**config.mk**
```make
export PLATFORM = sky130hd
export DESIGN_NAME = fault_routing
export DESIGN_NICKNAME = d
export VERILOG_FILES = /design/src/include/fault_routing_pkg.sv /design/src/rtl/fault_routing.sv
export SDC_FILE = /design/constraint.sdc
export NUM_CORES = 2
export LEC_CHECK = 0
export BUFFER_PORTS_ARGS = -buffer_cell sky130_fd_sc_hd__buf_2
export CAP_MARGIN = 20
export CORE_MARGIN = 2
export CORE_UTILIZATION = 42
export CTS_CLUSTER_SIZE = 10
export DETAILED_ROUTE_END_ITERATION = 12
export PLACE_DENSITY = 0.63
export SYNTH_ARGS = -nofsm -noshare
export SYNTH_HDL_FRONTEND = slang
export SYNTH_SLANG_ARGS = --single-unit
```
**constraint.sdc**
```tcl
create_clock -name ref_clk -period 5.5 [get_ports ref_clk]
set_input_delay 1.1 -clock ref_clk [delete_from_list [all_inputs] [get_ports ref_clk]]
set_output_delay 1.1 -clock ref_clk [all_outputs]
set_load 0.02 [all_outputs]
```
**src/include/fault_routing_pkg.sv**
```systemverilog
package fault_routing_pkg;
    // Sizes
    localparam int ENGINES    = 4;
    localparam int MODULES    = 4;
    localparam int SLOTS      = ENGINES * MODULES;
    localparam int DIG        = 4;
    localparam int ANA        = 7;
    localparam int EXT        = 4;
    localparam int ENG_EV     = 5;
    localparam int GLOBAL_EV  = 18;
    localparam int EVENTS     = GLOBAL_EV + ENG_EV;
    localparam int COUNT_W    = 8;
    localparam int DATA_W     = 12;
    localparam int ANA_TH_W   = 8;
    // Event bit positions in a mask word
    localparam int EV_DIG     = 0;
    localparam int EV_ANA     = 4;
    localparam int EV_EXT     = 11;
    localparam int EV_HF      = 15;
    localparam int EV_LF      = 16;
    localparam int EV_DCM     = 17;
    localparam int EV_ENG     = 18;
    // Module slots inside an engine
    localparam int MOD_CYCLE_LIMIT = 0;
    localparam int MOD_AB          = 1;
    localparam int MOD_A           = 2;
    localparam int MOD_B           = 3;
    // Register byte offsets
    localparam logic [7:0] CTRL_OFF   = 8'h00;
    localparam logic [7:0] EXT_OFF    = 8'h04;
    localparam logic [7:0] MISC_OFF   = 8'h08;
    localparam logic [7:0] FLAGS_OFF  = 8'h0C;
    localparam logic [7:0] EVENT_OFF  = 8'h10;
    localparam logic [7:0] DIG_OFF    = 8'h20;
    localparam logic [7:0] ANA_OFF    = 8'h40;
    localparam logic [7:0] MASK_OFF   = 8'h80;
    localparam logic [7:0] LIMIT_OFF  = 8'hC0;
    // Field positions
    localparam int CTRL_EN_LSB    = 0;
    localparam int CTRL_FEN_LSB   = 4;
    localparam int CTRL_MATCH_LSB = 8;
    localparam int EXT_POL_LSB    = 4;
    localparam int MISC_HF_BIT    = 0;
    localparam int MISC_LF_BIT    = 1;
    localparam int MISC_DCM_BIT   = 2;
    localparam int ANA_EN_BIT     = 8;
    // Reset values
    localparam logic [11:0] CTRL_RESET  = 12'h000;
    localparam logic [7:0]  EXT_RESET   = 8'h00;
    localparam logic [2:0]  MISC_RESET  = 3'h0;
    localparam logic [7:0]  LIMIT_RESET = 8'h00;
    // Timing
    localparam int CLK_PERIOD_PS  = 4000;
    localparam int HF_TIMEOUT_PS  = 100000;
    localparam int LF_TIMEOUT_PS  = 4000000;
    localparam int HF_TIMEOUT_CYC = (HF_TIMEOUT_PS + CLK_PERIOD_PS - 1) / CLK_PERIOD_PS;
    localparam int LF_TIMEOUT_CYC = (LF_TIMEOUT_PS + CLK_PERIOD_PS - 1) / CLK_PERIOD_PS;
    localparam int OSC_CNT_W      = 11;
    localparam int FAULT_IRQ_PRIORITY = 25;
    // Per-engine carriers
    typedef struct packed {
        logic              cycleStart;
        logic              pcmTrip;
        logic [ENG_EV-1:0] engineFault;
    } engine_in_type;
    typedef struct packed {
        logic               forceOffA;
        logic               forceOffB;
        logic               cutA;
        logic               cutB;
        logic [MODULES-1:0] faultFlag;
    } engine_out_type;
endpackage : fault_routing_pkg

```
**src/rtl/fault_routing.sv**
```systemverilog
// Function
// - four identical fault modules per engine
// - one fault counted per switching cycle
// - flag when run count exceeds limit
// - flag holds until engine enable drops
// - engine enable clears all four flags
// - one fault enable gates all modules
// - several sources may combine per input
// - one source may feed many engines
// - firmware mask selects each input's sources
// - one cycle-limit block per engine
// - four digital comparators with thresholds
// - seven analog comparator configurations
// - external pins become fault events
// - five engine-generated fault events
// - oscillator failure detection as events
// - discontinuous conduction detection event
// - fault interrupt request at level 25
//
// Design decisions made here: the register addresses and the AHB-Lite interface to the registers.
`timescale 1ns/1ps
`default_nettype none
module fault_routing
    import fault_routing_pkg::*;
(
    // Clock and reset
    input  wire logic                         ref_clk,
    input  wire logic                         reset_n,
    // AHB-Lite slave
    input  wire logic                         hsel,
    input  wire logic [31:0]                  haddr,
    input  wire logic [1:0]                   htrans,
    input  wire logic                         hwrite,
    input  wire logic [2:0]                   hsize,
    input  wire logic [31:0]                  hwdata,
    input  wire logic                         hready,
    output logic                              hreadyout,
    output logic                              hresp,
    output logic [31:0]                       hrdata,
    // Comparator front ends
    input  wire logic [DIG-1:0][DATA_W-1:0]   digValue,
    input  wire logic [ANA-1:0]               anaTrip,
    output logic [ANA-1:0][ANA_TH_W-1:0]      anaThreshold,
    input  wire logic [EXT-1:0]               extPin,
    input  wire logic                         hfClkTick,
    input  wire logic                         lfClkTick,
    input  wire logic                         dcmZeroCross,
    input  wire logic                         ovDetect,
    input  wire logic                         uvDetect,
    input  wire logic                         loadStep,
    output logic                              faultIrqReq,
    // Engines
    input  wire engine_in_type [ENGINES-1:0]  engineIn,
    output engine_out_type [ENGINES-1:0]      engineOut,
    output logic [ENGINES-1:0]                pwmEngineEnable
);
    logic [11:0]          ctrl_reg;
    logic [7:0]           ext_reg;
    logic [2:0]           misc_reg;
    logic [DATA_W-1:0]    dig_reg [DIG];
    logic [8:0]           ana_reg [ANA];
    logic [EVENTS-1:0]    mask_reg [SLOTS];
    logic [COUNT_W-1:0]   limit_reg [SLOTS];
    logic [COUNT_W-1:0]   count_reg [SLOTS];
    logic [SLOTS-1:0]     hit_reg;
    logic [SLOTS-1:0]     flag_reg;
    logic [GLOBAL_EV-1:0] event_reg;
    logic [ENG_EV-1:0]    engEv_reg [ENGINES];
    logic [ENGINES-1:0]   cutA_reg;
    logic [1:0]           tickPrev_reg;
    logic [1:0]           oscFail_reg;
    logic [OSC_CNT_W-1:0] oscCnt_reg [2];
    logic                 dcmSeen_reg;
    logic                 dcmEvent_reg;
    logic                 wrPend_reg;
    logic                 rdValid;
    logic [7:0]           wrAddr_reg;
    logic [31:0]          rdata_reg;
    logic [31:0]          readValue;
    logic [ENGINES-1:0]   engEn;
    logic [ENGINES-1:0]   faultEn;
    logic [SLOTS-1:0]     faultIn;
    logic [SLOTS-1:0]     seen;
    logic [1:0]           tick;

    assign engEn   = ctrl_reg[CTRL_EN_LSB +: ENGINES];
    assign faultEn = ctrl_reg[CTRL_FEN_LSB +: ENGINES];
    assign tick    = {lfClkTick, hfClkTick};

    // Bus answers at once, always OKAY
    assign hreadyout = 1'b1;
    assign hresp     = 1'b0;
    assign hrdata    = rdata_reg;
    assign rdValid   = hsel & htrans[1] & ~hwrite & hready & (haddr[31:8] == 24'h0);

    // Address phase capture
    always_ff @(posedge ref_clk) begin
        if (!reset_n) begin
            wrPend_reg <= 1'b0;
            wrAddr_reg <= 8'h00;
        end else if (hready) begin
            wrPend_reg <= hsel & htrans[1] & hwrite & (haddr[31:8] == 24'h0);
            wrAddr_reg <= haddr[7:0];
        end
    end

    // Read decode; unmapped reads as zero
    always_comb begin
        readValue = 32'h0000_0000;
        if (haddr[7:0] == CTRL_OFF) begin
            readValue[11:0] = ctrl_reg;
        end else if (haddr[7:0] == EXT_OFF) begin
            readValue[7:0] = ext_reg;
        end else if (haddr[7:0] == MISC_OFF) begin
            readValue[2:0] = misc_reg;
        end else if (haddr[7:0] == FLAGS_OFF) begin
            readValue[SLOTS-1:0] = flag_reg;
        end else if (haddr[7:0] == EVENT_OFF) begin
            readValue[GLOBAL_EV-1:0] = event_reg;
        end else if (haddr[7:4] == DIG_OFF[7:4]) begin
            readValue[DATA_W-1:0] = dig_reg[haddr[3:2]];
        end else if (haddr[7:5] == ANA_OFF[7:5] && haddr[4:2] != 3'h7) begin
            readValue[8:0] = ana_reg[haddr[4:2]];
        end else if (haddr[7:6] == MASK_OFF[7:6]) begin
            readValue[EVENTS-1:0] = mask_reg[haddr[5:2]];
        end else if (haddr[7:4] == LIMIT_OFF[7:4]) begin
            for (int m = 0; m < MODULES; m++) begin
                readValue[8*m +: 8] = limit_reg[{haddr[3:2], 2'(m)}];
            end
        end
    end

    // Read data captured in the address phase
    always_ff @(posedge ref_clk) begin
        if (!reset_n) begin
            rdata_reg <= 32'h0000_0000;
        end else if (rdValid) begin
            rdata_reg <= readValue;
        end
    end

    // Configuration writes in the data phase
    // firmware source select
    always_ff @(posedge ref_clk) begin
        if (!reset_n) begin
            ctrl_reg <= CTRL_RESET;
            ext_reg  <= EXT_RESET;
            misc_reg <= MISC_RESET;
            for (int i = 0; i < DIG; i++) dig_reg[i] <= '1;
            for (int i = 0; i < ANA; i++) ana_reg[i] <= 9'h000;
            for (int i = 0; i < SLOTS; i++) begin
                mask_reg[i]  <= '0;
                limit_reg[i] <= LIMIT_RESET;
            end
        end else if (wrPend_reg) begin
            if (wrAddr_reg == CTRL_OFF) begin
                ctrl_reg <= hwdata[11:0];
            end else if (wrAddr_reg == EXT_OFF) begin
                ext_reg <= hwdata[7:0];
            end else if (wrAddr_reg == MISC_OFF) begin
                misc_reg <= hwdata[2:0];
            end else if (wrAddr_reg[7:4] == DIG_OFF[7:4]) begin
                dig_reg[wrAddr_reg[3:2]] <= hwdata[DATA_W-1:0];
            end else if (wrAddr_reg[7:5] == ANA_OFF[7:5] && wrAddr_reg[4:2] != 3'h7) begin
                ana_reg[wrAddr_reg[4:2]] <= hwdata[8:0];
            end else if (wrAddr_reg[7:6] == MASK_OFF[7:6]) begin
                mask_reg[wrAddr_reg[5:2]] <= hwdata[EVENTS-1:0];
            end else if (wrAddr_reg[7:4] == LIMIT_OFF[7:4]) begin
                for (int m = 0; m < MODULES; m++) begin
                    limit_reg[{wrAddr_reg[3:2], 2'(m)}] <= hwdata[8*m +: 8];
                end
            end
        end
    end

    // Analog thresholds out, engine enables out
    // analog comparator config
    always_comb begin
        for (int i = 0; i < ANA; i++) anaThreshold[i] = ana_reg[i][ANA_TH_W-1:0];
    end
    assign pwmEngineEnable = engEn;

    // Global fault event register
    // digital compare, pins
    always_ff @(posedge ref_clk) begin
        if (!reset_n) begin
            event_reg <= '0;
        end else begin
            for (int i = 0; i < DIG; i++) begin
                event_reg[EV_DIG+i] <= digValue[i] > dig_reg[i];
            end
            for (int i = 0; i < ANA; i++) begin
                event_reg[EV_ANA+i] <= anaTrip[i] & ana_reg[i][ANA_EN_BIT];
            end
            for (int i = 0; i < EXT; i++) begin
                event_reg[EV_EXT+i] <= ext_reg[i] & (extPin[i] == ext_reg[EXT_POL_LSB+i]);
            end
            event_reg[EV_HF]  <= oscFail_reg[0] & misc_reg[MISC_HF_BIT];
            event_reg[EV_LF]  <= oscFail_reg[1] & misc_reg[MISC_LF_BIT];
            event_reg[EV_DCM] <= dcmEvent_reg & misc_reg[MISC_DCM_BIT];
        end
    end

    // Oscillator watchdogs, one per oscillator
    // clock failure detect
    for (genvar k = 0; k < 2; k++) begin : g_osc
        localparam logic [OSC_CNT_W-1:0] LIMIT =
            OSC_CNT_W'(k == 0 ? HF_TIMEOUT_CYC : LF_TIMEOUT_CYC);
        always_ff @(posedge ref_clk) begin
            if (!reset_n) begin
                tickPrev_reg[k] <= 1'b0;
                oscCnt_reg[k]   <= '0;
                oscFail_reg[k]  <= 1'b0;
            end else begin
                tickPrev_reg[k] <= tick[k];
                if (tick[k] != tickPrev_reg[k]) begin
                    oscCnt_reg[k]  <= '0;
                    oscFail_reg[k] <= 1'b0;
                end else if (oscCnt_reg[k] == LIMIT) begin
                    oscFail_reg[k] <= 1'b1;
                end else begin
                    oscCnt_reg[k] <= oscCnt_reg[k] + 1'b1;
                end
            end
        end

    end

    // Zero crossing seen during engine 0 cycle
    // discontinuous conduction
    always_ff @(posedge ref_clk) begin
        if (!reset_n) begin
            dcmSeen_reg  <= 1'b0;
            dcmEvent_reg <= 1'b0;
        end else if (engineIn[0].cycleStart) begin
            dcmEvent_reg <= dcmSeen_reg | dcmZeroCross;
            dcmSeen_reg  <= 1'b0;
        end else if (dcmZeroCross) begin
            dcmSeen_reg <= 1'b1;
        end
    end

    // Shared fault interrupt request
    // fault interrupt
    always_ff @(posedge ref_clk) begin
        if (!reset_n) begin
            faultIrqReq <= 1'b0;
        end else begin
            faultIrqReq <= (|event_reg[EV_ANA +: ANA]) | ovDetect | uvDetect | loadStep;
        end
    end

    // Per-engine logic
    for (genvar e = 0; e < ENGINES; e++) begin : g_eng
        // Engine fault events sampled
        // engine fault events
        always_ff @(posedge ref_clk) begin
            if (!reset_n) begin
                engEv_reg[e] <= '0;
            end else begin
                engEv_reg[e] <= engineIn[e].engineFault;
            end
        end

        // Peak current cut, trip wins over cycle restart
        // cycle-limit block
        always_ff @(posedge ref_clk) begin
            if (!reset_n) begin
                cutA_reg[e] <= 1'b0;
            end else if (!engEn[e]) begin
                cutA_reg[e] <= 1'b0;
            end else if (engineIn[e].pcmTrip && faultEn[e]) begin
                cutA_reg[e] <= 1'b1;
            end else if (engineIn[e].cycleStart) begin
                cutA_reg[e] <= 1'b0;
            end
        end

        // Output forcing, registered
        // force inactive
        always_ff @(posedge ref_clk) begin
            if (!reset_n) begin
                engineOut[e] <= '0;
            end else begin
                engineOut[e].forceOffA <= faultEn[e] & (flag_reg[4*e+MOD_CYCLE_LIMIT]
                    | flag_reg[4*e+MOD_AB] | flag_reg[4*e+MOD_A]);
                engineOut[e].forceOffB <= faultEn[e] & (flag_reg[4*e+MOD_CYCLE_LIMIT]
                    | flag_reg[4*e+MOD_AB] | flag_reg[4*e+MOD_B]);
                engineOut[e].cutA      <= cutA_reg[e];
                engineOut[e].cutB      <= cutA_reg[e] & ctrl_reg[CTRL_MATCH_LSB+e];
                engineOut[e].faultFlag <= flag_reg[4*e +: MODULES];
            end
        end

        // Four identical fault modules
        // identical modules
        for (genvar m = 0; m < MODULES; m++) begin : g_mod
            localparam int S = 4 * e + m;
            logic [COUNT_W:0] countNext;

            // Source mux: any masked event, cut for the cycle-limit slot
            // shared enable, combined, shared
            assign faultIn[S] = faultEn[e] & ((|(mask_reg[S] & {engEv_reg[e], event_reg}))
                | (m == MOD_CYCLE_LIMIT && cutA_reg[e]));
            assign seen[S]    = hit_reg[S] | faultIn[S];
            assign countNext  = {1'b0, count_reg[S]} + 9'h001;

            // At most one hit per cycle
            // once per cycle
            always_ff @(posedge ref_clk) begin
                if (!reset_n) begin
                    hit_reg[S] <= 1'b0;
                end else if (!engEn[e] || engineIn[e].cycleStart) begin
                    hit_reg[S] <= 1'b0;
                end else if (faultIn[S]) begin
                    hit_reg[S] <= 1'b1;
                end
            end

            // Run count, saturating
            // run reset
            always_ff @(posedge ref_clk) begin
                if (!reset_n) begin
                    count_reg[S] <= '0;
                end else if (!engEn[e]) begin
                    count_reg[S] <= '0;
                end else if (engineIn[e].cycleStart) begin
                    if (!seen[S]) begin
                        count_reg[S] <= '0;
                    end else if (!countNext[COUNT_W]) begin
                        count_reg[S] <= countNext[COUNT_W-1:0];
                    end
                end
            end

            // Sticky flag, cleared only by engine disable
            // limit compare, sticky, shared clear
            always_ff @(posedge ref_clk) begin
                if (!reset_n) begin
                    flag_reg[S] <= 1'b0;
                end else if (!engEn[e]) begin
                    flag_reg[S] <= 1'b0;
                end else if (engineIn[e].cycleStart && seen[S]
                             && countNext > {1'b0, limit_reg[S]}) begin
                    flag_reg[S] <= 1'b1;
                end
            end

        end
    end
endmodule : fault_routing
`default_nettype wire

```
Word level (Yosys, flattened, before mapping) --
Memories as Yosys holds them, arrays and structs flattened. Index checks and enable logic that the tools add are counted.
Cells by class: bitwise logic cells 160, reductions and logical operators 91, mux-type cells 370, add/sub/neg operators 18, magnitude comparators 20, eq/ne operators 24
Operators by type and width (number):
- 2-to-1 mux 8 bit | 53
- OR reduction 23 bit | 17
- bitwise AND 23 bit | 16
- 2-to-1 mux 23 bit | 16
- 2-to-1 mux 32 bit | 9
- 2-to-1 mux 1 bit | 253
- adder 8 x 1 -> 9 bit, second input constant | 16
- > comparator 9 x 8 -> 1 bit | 16
- 2-to-1 mux 20 bit | 7
- bitwise OR 1 bit | 92
- 2-to-1 mux 18 bit | 5
- bitwise AND 1 bit | 48
- > comparator 12 bit | 4
- 2-to-1 mux 11 bit | 4
- logical AND 1 bit | 38
- 2-to-1 mux 12 bit | 3
- 2-to-1 mux 16 bit | 2
- OR reduction 8 bit | 4
- 2-to-1 mux 29 bit | 1
- 2-to-1 mux 9 bit | 3
- == test 8 x 4 -> 1 bit, second input constant | 3
- zero test 24 bit | 1
- 2-to-1 mux 24 bit | 1
- adder 11 x 1 -> 11 bit, second input constant | 2
- other kinds (28) | 69
Word-level totals: output and inout port bits 127, word-level logic and storage cells 760, input bits 167, flip-flop bits (word level) 157, memories 7, RAM bits 777
Memory list:
- mask_reg | words 16, width 23, rd ports 17, clocked after memory_dff 0, write ports 16, line fault_routing.sv:62 | logic [EVENTS-1:0] mask_reg [SLOTS];
- count_reg | words 16, width 8, rd ports 16, clocked after memory_dff 0, write ports 16, line fault_routing.sv:64 | logic [COUNT_W-1:0] count_reg [SLOTS];
- limit_reg | words 16, width 8, rd ports 20, clocked after memory_dff 0, write ports 16, line fault_routing.sv:63 | logic [COUNT_W-1:0] limit_reg [SLOTS];
- ana_reg | words 7, width 9, rd ports 8, clocked after memory_dff 0, write ports 7, line fault_routing.sv:61 | logic [8:0] ana_reg [ANA];
- dig_reg | words 4, width 12, rd ports 5, clocked after memory_dff 0, write ports 4, line fault_routing.sv:60 | logic [DATA_W-1:0] dig_reg [DIG];
- oscCnt_reg | words 2, width 11, rd ports 2, clocked after memory_dff 0, write ports 2, line fault_routing.sv:72 | logic [OSC_CNT_W-1:0] oscCnt_reg [2];
- 1 more memories

Depth between registers and ports, before layout --
word-level depth 40, gate-level depth with buffers 11

Worst setup path before layout --
Ideal clock, no wire load.
path type input to register, start point input port reset_n, end point memory limit_reg[0][0] (enable), arrival 4.273 ns, required time 5.034 ns, cell stages on the path 4, path slack 0.761 ns, cells stage by stage nand3_1 > or4b_2 > clkbuf_1 > o21ai_0
RTL lines:
- start, declared | line fault_routing.sv:28 | input wire logic reset_n,
- end, declared | line fault_routing.sv:63

Final worst setup path --
start point input port haddr[2], end point register rdata_reg[3] (netlist: hrdata[3])
On the way: word-level cells in the longest chain between the ends 29, elaborated cells between the ends (all ways) 39
RTL lines:
- start, declared | line fault_routing.sv:31 | input wire logic [31:0] haddr,
- memory (16 x 8 bit)
- 2-to-1 mux 32 bit | line fault_routing.sv:126 | end else if (haddr[7:4] == LIMIT_OFF[7:4]) begin
- 2-to-1 mux 32 bit | line fault_routing.sv:124 | end else if (haddr[7:6] == MASK_OFF[7:6]) begin
- 2-to-1 mux 32 bit | line fault_routing.sv:122 | end else if (haddr[7:5] == ANA_OFF[7:5] && haddr[4:2] != 3'h7) begin
- 2-to-1 mux 32 bit | line fault_routing.sv:120 | end else if (haddr[7:4] == DIG_OFF[7:4]) begin
- 2-to-1 mux 32 bit | line fault_routing.sv:118 | end else if (haddr[7:0] == EVENT_OFF) begin
- 2-to-1 mux 32 bit | line fault_routing.sv:116 | end else if (haddr[7:0] == FLAGS_OFF) begin
- 2-to-1 mux 32 bit | line fault_routing.sv:114 | end else if (haddr[7:0] == MISC_OFF) begin
- [13 not listed]
- 2-to-1 mux 18 bit | line fault_routing.sv:116
- 2-to-1 mux 18 bit | line fault_routing.sv:114
- 2-to-1 mux 18 bit | line fault_routing.sv:112 | end else if (haddr[7:0] == EXT_OFF) begin
- 2-to-1 mux 18 bit | line fault_routing.sv:110 | if (haddr[7:0] == CTRL_OFF) begin
- 2-to-1 mux 16 bit | line fault_routing.sv:116
- 2-to-1 mux 29 bit | line fault_routing.sv:114
- 2-to-1 mux 8 bit | line fault_routing.sv:112
- 2-to-1 mux 12 bit (*) | line fault_routing.sv:110
- end signal, assigned | line fault_routing.sv:138 | rdata_reg <= readValue;
- end, declared | line fault_routing.sv:78 | logic [31:0] rdata_reg;
Every way passes the cells marked *; elsewhere a longest branch is shown, timed or not. The select of a mux whose other input is x is not followed. A chain may end at the register's enable or synchronous reset.

==> reports/metrics.yaml <==
clockBufferDepth: 3
area_growth_pct: 12.5
cp.buffers_inverters: 2
layout_commonest_cell: "edfxtp_1"
io_pins: 294
die_w_microns: 344
critPathArrivalTime_ps: 3880
status: "completed"
dieArea_sq_um: 119000
avgRoutedWirePerCell_microns: 28.2
hp-class: "register to register"
regArea_sq_um: 26200
worstPathCellList: "buf_8 -> buf_4 -> mux4_2 -> mux2i_1 -> nor2_1 -> nor4_1 -> o41ai_2"
via_per_inst: 5.97
p_per_area_nw_per_um2: 289
start_util_pct: 42.5
setup_viol: 0
track_usage_pct: 27.8
synth-xor-area-share_pct: 2.16
vias: 35300
gp_congestion: 0.959
synth_enable_flop_cells: 748
crit_family: "buffers and inverters"
syn_avg_cell_area_sq_um: 11.8
stdcell_area_sq_um: 54800
largest_reg_flops: 368
synth_top_family_by_area: "simple AND/OR/NAND/NOR gates"
cap_violations: 0
synth_area_sq_um: 48700
utilization_pct: 47.8
drt_iter0_markers: 4898
layout-drive-gt1-share_pct: 16.6
finalCriticalPeriod_ps: 3330
rsz0062_at_grt: "false"
crit_slowest_cell: "nor4_1"
postRouteAntennaNets: 0
clk_pin_slew_ps: 60
drt-pass1-iter-count: 10
ys.flop_type: "edfxtp_1"
finalCritPeriodShare_pct: 60.5
finalHoldViolations: 0
synth_cell_type_count: 77
ys_ff_latch: 934
num_rows: 124
fmax_mhz: 301
finalWirelength_microns: 167000
worstSetupEndpointType: "register"
cts_buffers: 109
tightest_slew_ps: 1090
timing.setup.tns_ps: 0
drcViolationCount: 0
place_area_sq_um: 51400
dp_hpwl_microns: 118000
clock-sinks: 934
final_nets: 4657
yosys.area_share.simple_pct: 17.2
grt_pass1_vias: 33900
max_stage_delay_ps: 690
syn_inst: 4118
crit_path_start_kind: "input pin"
antenna_found_initial: 19
worstSetupPathType: "input pin to register"
power_leakage_nw: 21.8
post_cts_buffers: 0
htreeDepth: 3
grt_max_degree: 106
worst-path-max-fanout: 59
cts_tree: "yes"
insertion_delay_ps: 710
cts_hold_repair.buffers: 0
synth_warnings: 0
die_h_microns: 344
overflow: 0
layout_common_cells: "edfxtp_1 (748), and2_1 (595), buf_2 (286)"
grt_pass1_wl_microns: 237000
cp_data_required_time_ps: 6050
skew_ps: 30.8
synth-compound-area-share_pct: 8.37
seq_area_frac_synth_pct: 53.8
coreArea_sq_um: 115000
synth-async-reset-ratio_pct: 0
fillers: 10200
synthAdderAreaFrac_pct: 5.04
synthesis.nets: 4481
ir_worst_vdd_mv: 0.223
io_buffers: 287
cts_root_buf: "clkbuf_16"
slew_violations: 0
multi_input_area_sq_um: 20300
slew_headroom_pct: 27.5
synth_mux_area_share_pct: 8.68
ctsResizeCount: 0
power breakdown:
part / switching [mW] / internal, mW / total (mW)
combinational: 0.704 / 0.351 / 1.05
sequential: 0.136 / 7.75 / 7.89
clock: 2.97 / 3.92 / 6.89
area by class of cell:
| cell class | count | area share (%) |
|---|---|---|
| clock inverters | 13 | 0.308 |
| multi-input cells | 2656 | 37.1 |
| well taps | 1512 | 3.45 |
| repair buffers | 387 | 4.14 |
| flip-flops and latches | 934 | 47.8 |
| inverters | 206 | 1.41 |
| clock buffers | 194 | 5.77 |
| diodes | 5 | 0.0228 |
synth_stat cells (21+ instances only):
cell	n	area (sq um)
mux2i_1	88	881
a21o_1	21	158
nand4_1	76	475
a221oi_1	26	228
o21a_1	31	233
clkbuf_1	197	739
buf_2	35	175
nand2_1	158	593
and2_1	595	3720
o21ai_0	121	606
and3_1	45	282
nor2b_1	114	713
buf_4	76	571
dfxtp_1	186	3720
a22o_1	25	219
xor2_1	50	438
a22oi_1	152	1140
nor3_1	45	225
nand2b_1	25	156
edfxtp_1	748	22500
mux4_2	145	3270
inv_1	206	773
ha_1	196	2450
nand3_1	144	721
xnor2_1	70	613
nor3b_1	24	180
nor2_1	221	830
a21oi_1	84	420
through the flow:
step	hold slack (ps)	cells	setup WS (ps)	total power, mW
4_1_cts	455	5897	2090	15.9
2_1_floorplan	418	4118	761	8.55
5_1_grt	483	5902	2080	16.2
3_3_place_gp	440	5690	1570	9.04
6_report	453	5907	2170	15.8
3_5_place_dp	447	5690	1530	9.06
routing by layer:
metal	part of all wire (%)	wire (microns)	global-route usage (%)
met5	0.032	54	0
met1	40	66300	37.8
met2	45	74900	43.3
met4	4.0	6670	9.78
met3	11	18700	6.78
final timing paths:
| check | from | end | slack, ps | cells past startpoint |
|---|---|---|---|---|
| worst max-delay path | haddr[2] | hrdata[3] | 2170 | 7 |
| worst min-delay path | hrdata[30] | hrdata[30] | 450 | 2 |
| worst max register to register | event_reg[4] | count_reg[0][44] | 2360 | 7 |
| worst min register to register | hrdata[30] | hrdata[30] | 450 | 2 |
worst min-delay path, cell delays in order, from the launching register on:
cell and delay, ps:
dfxtp_1 300, nand2_1 50, a21oi_1 50
logic make-up (layout without fill, tap and decap cells):
family                     Yosys count  in the layout
AOI/OAI and AO/OA                  590            590
xor gates and xnor gates           120            120
buffers and inverters              528            800
muxes                              240            240
and+or+nand+nor                   1508           1508
other                                2              7
adders and majority gates          196            196
DFF                                934            934
(Power assumes the default switching activity.)
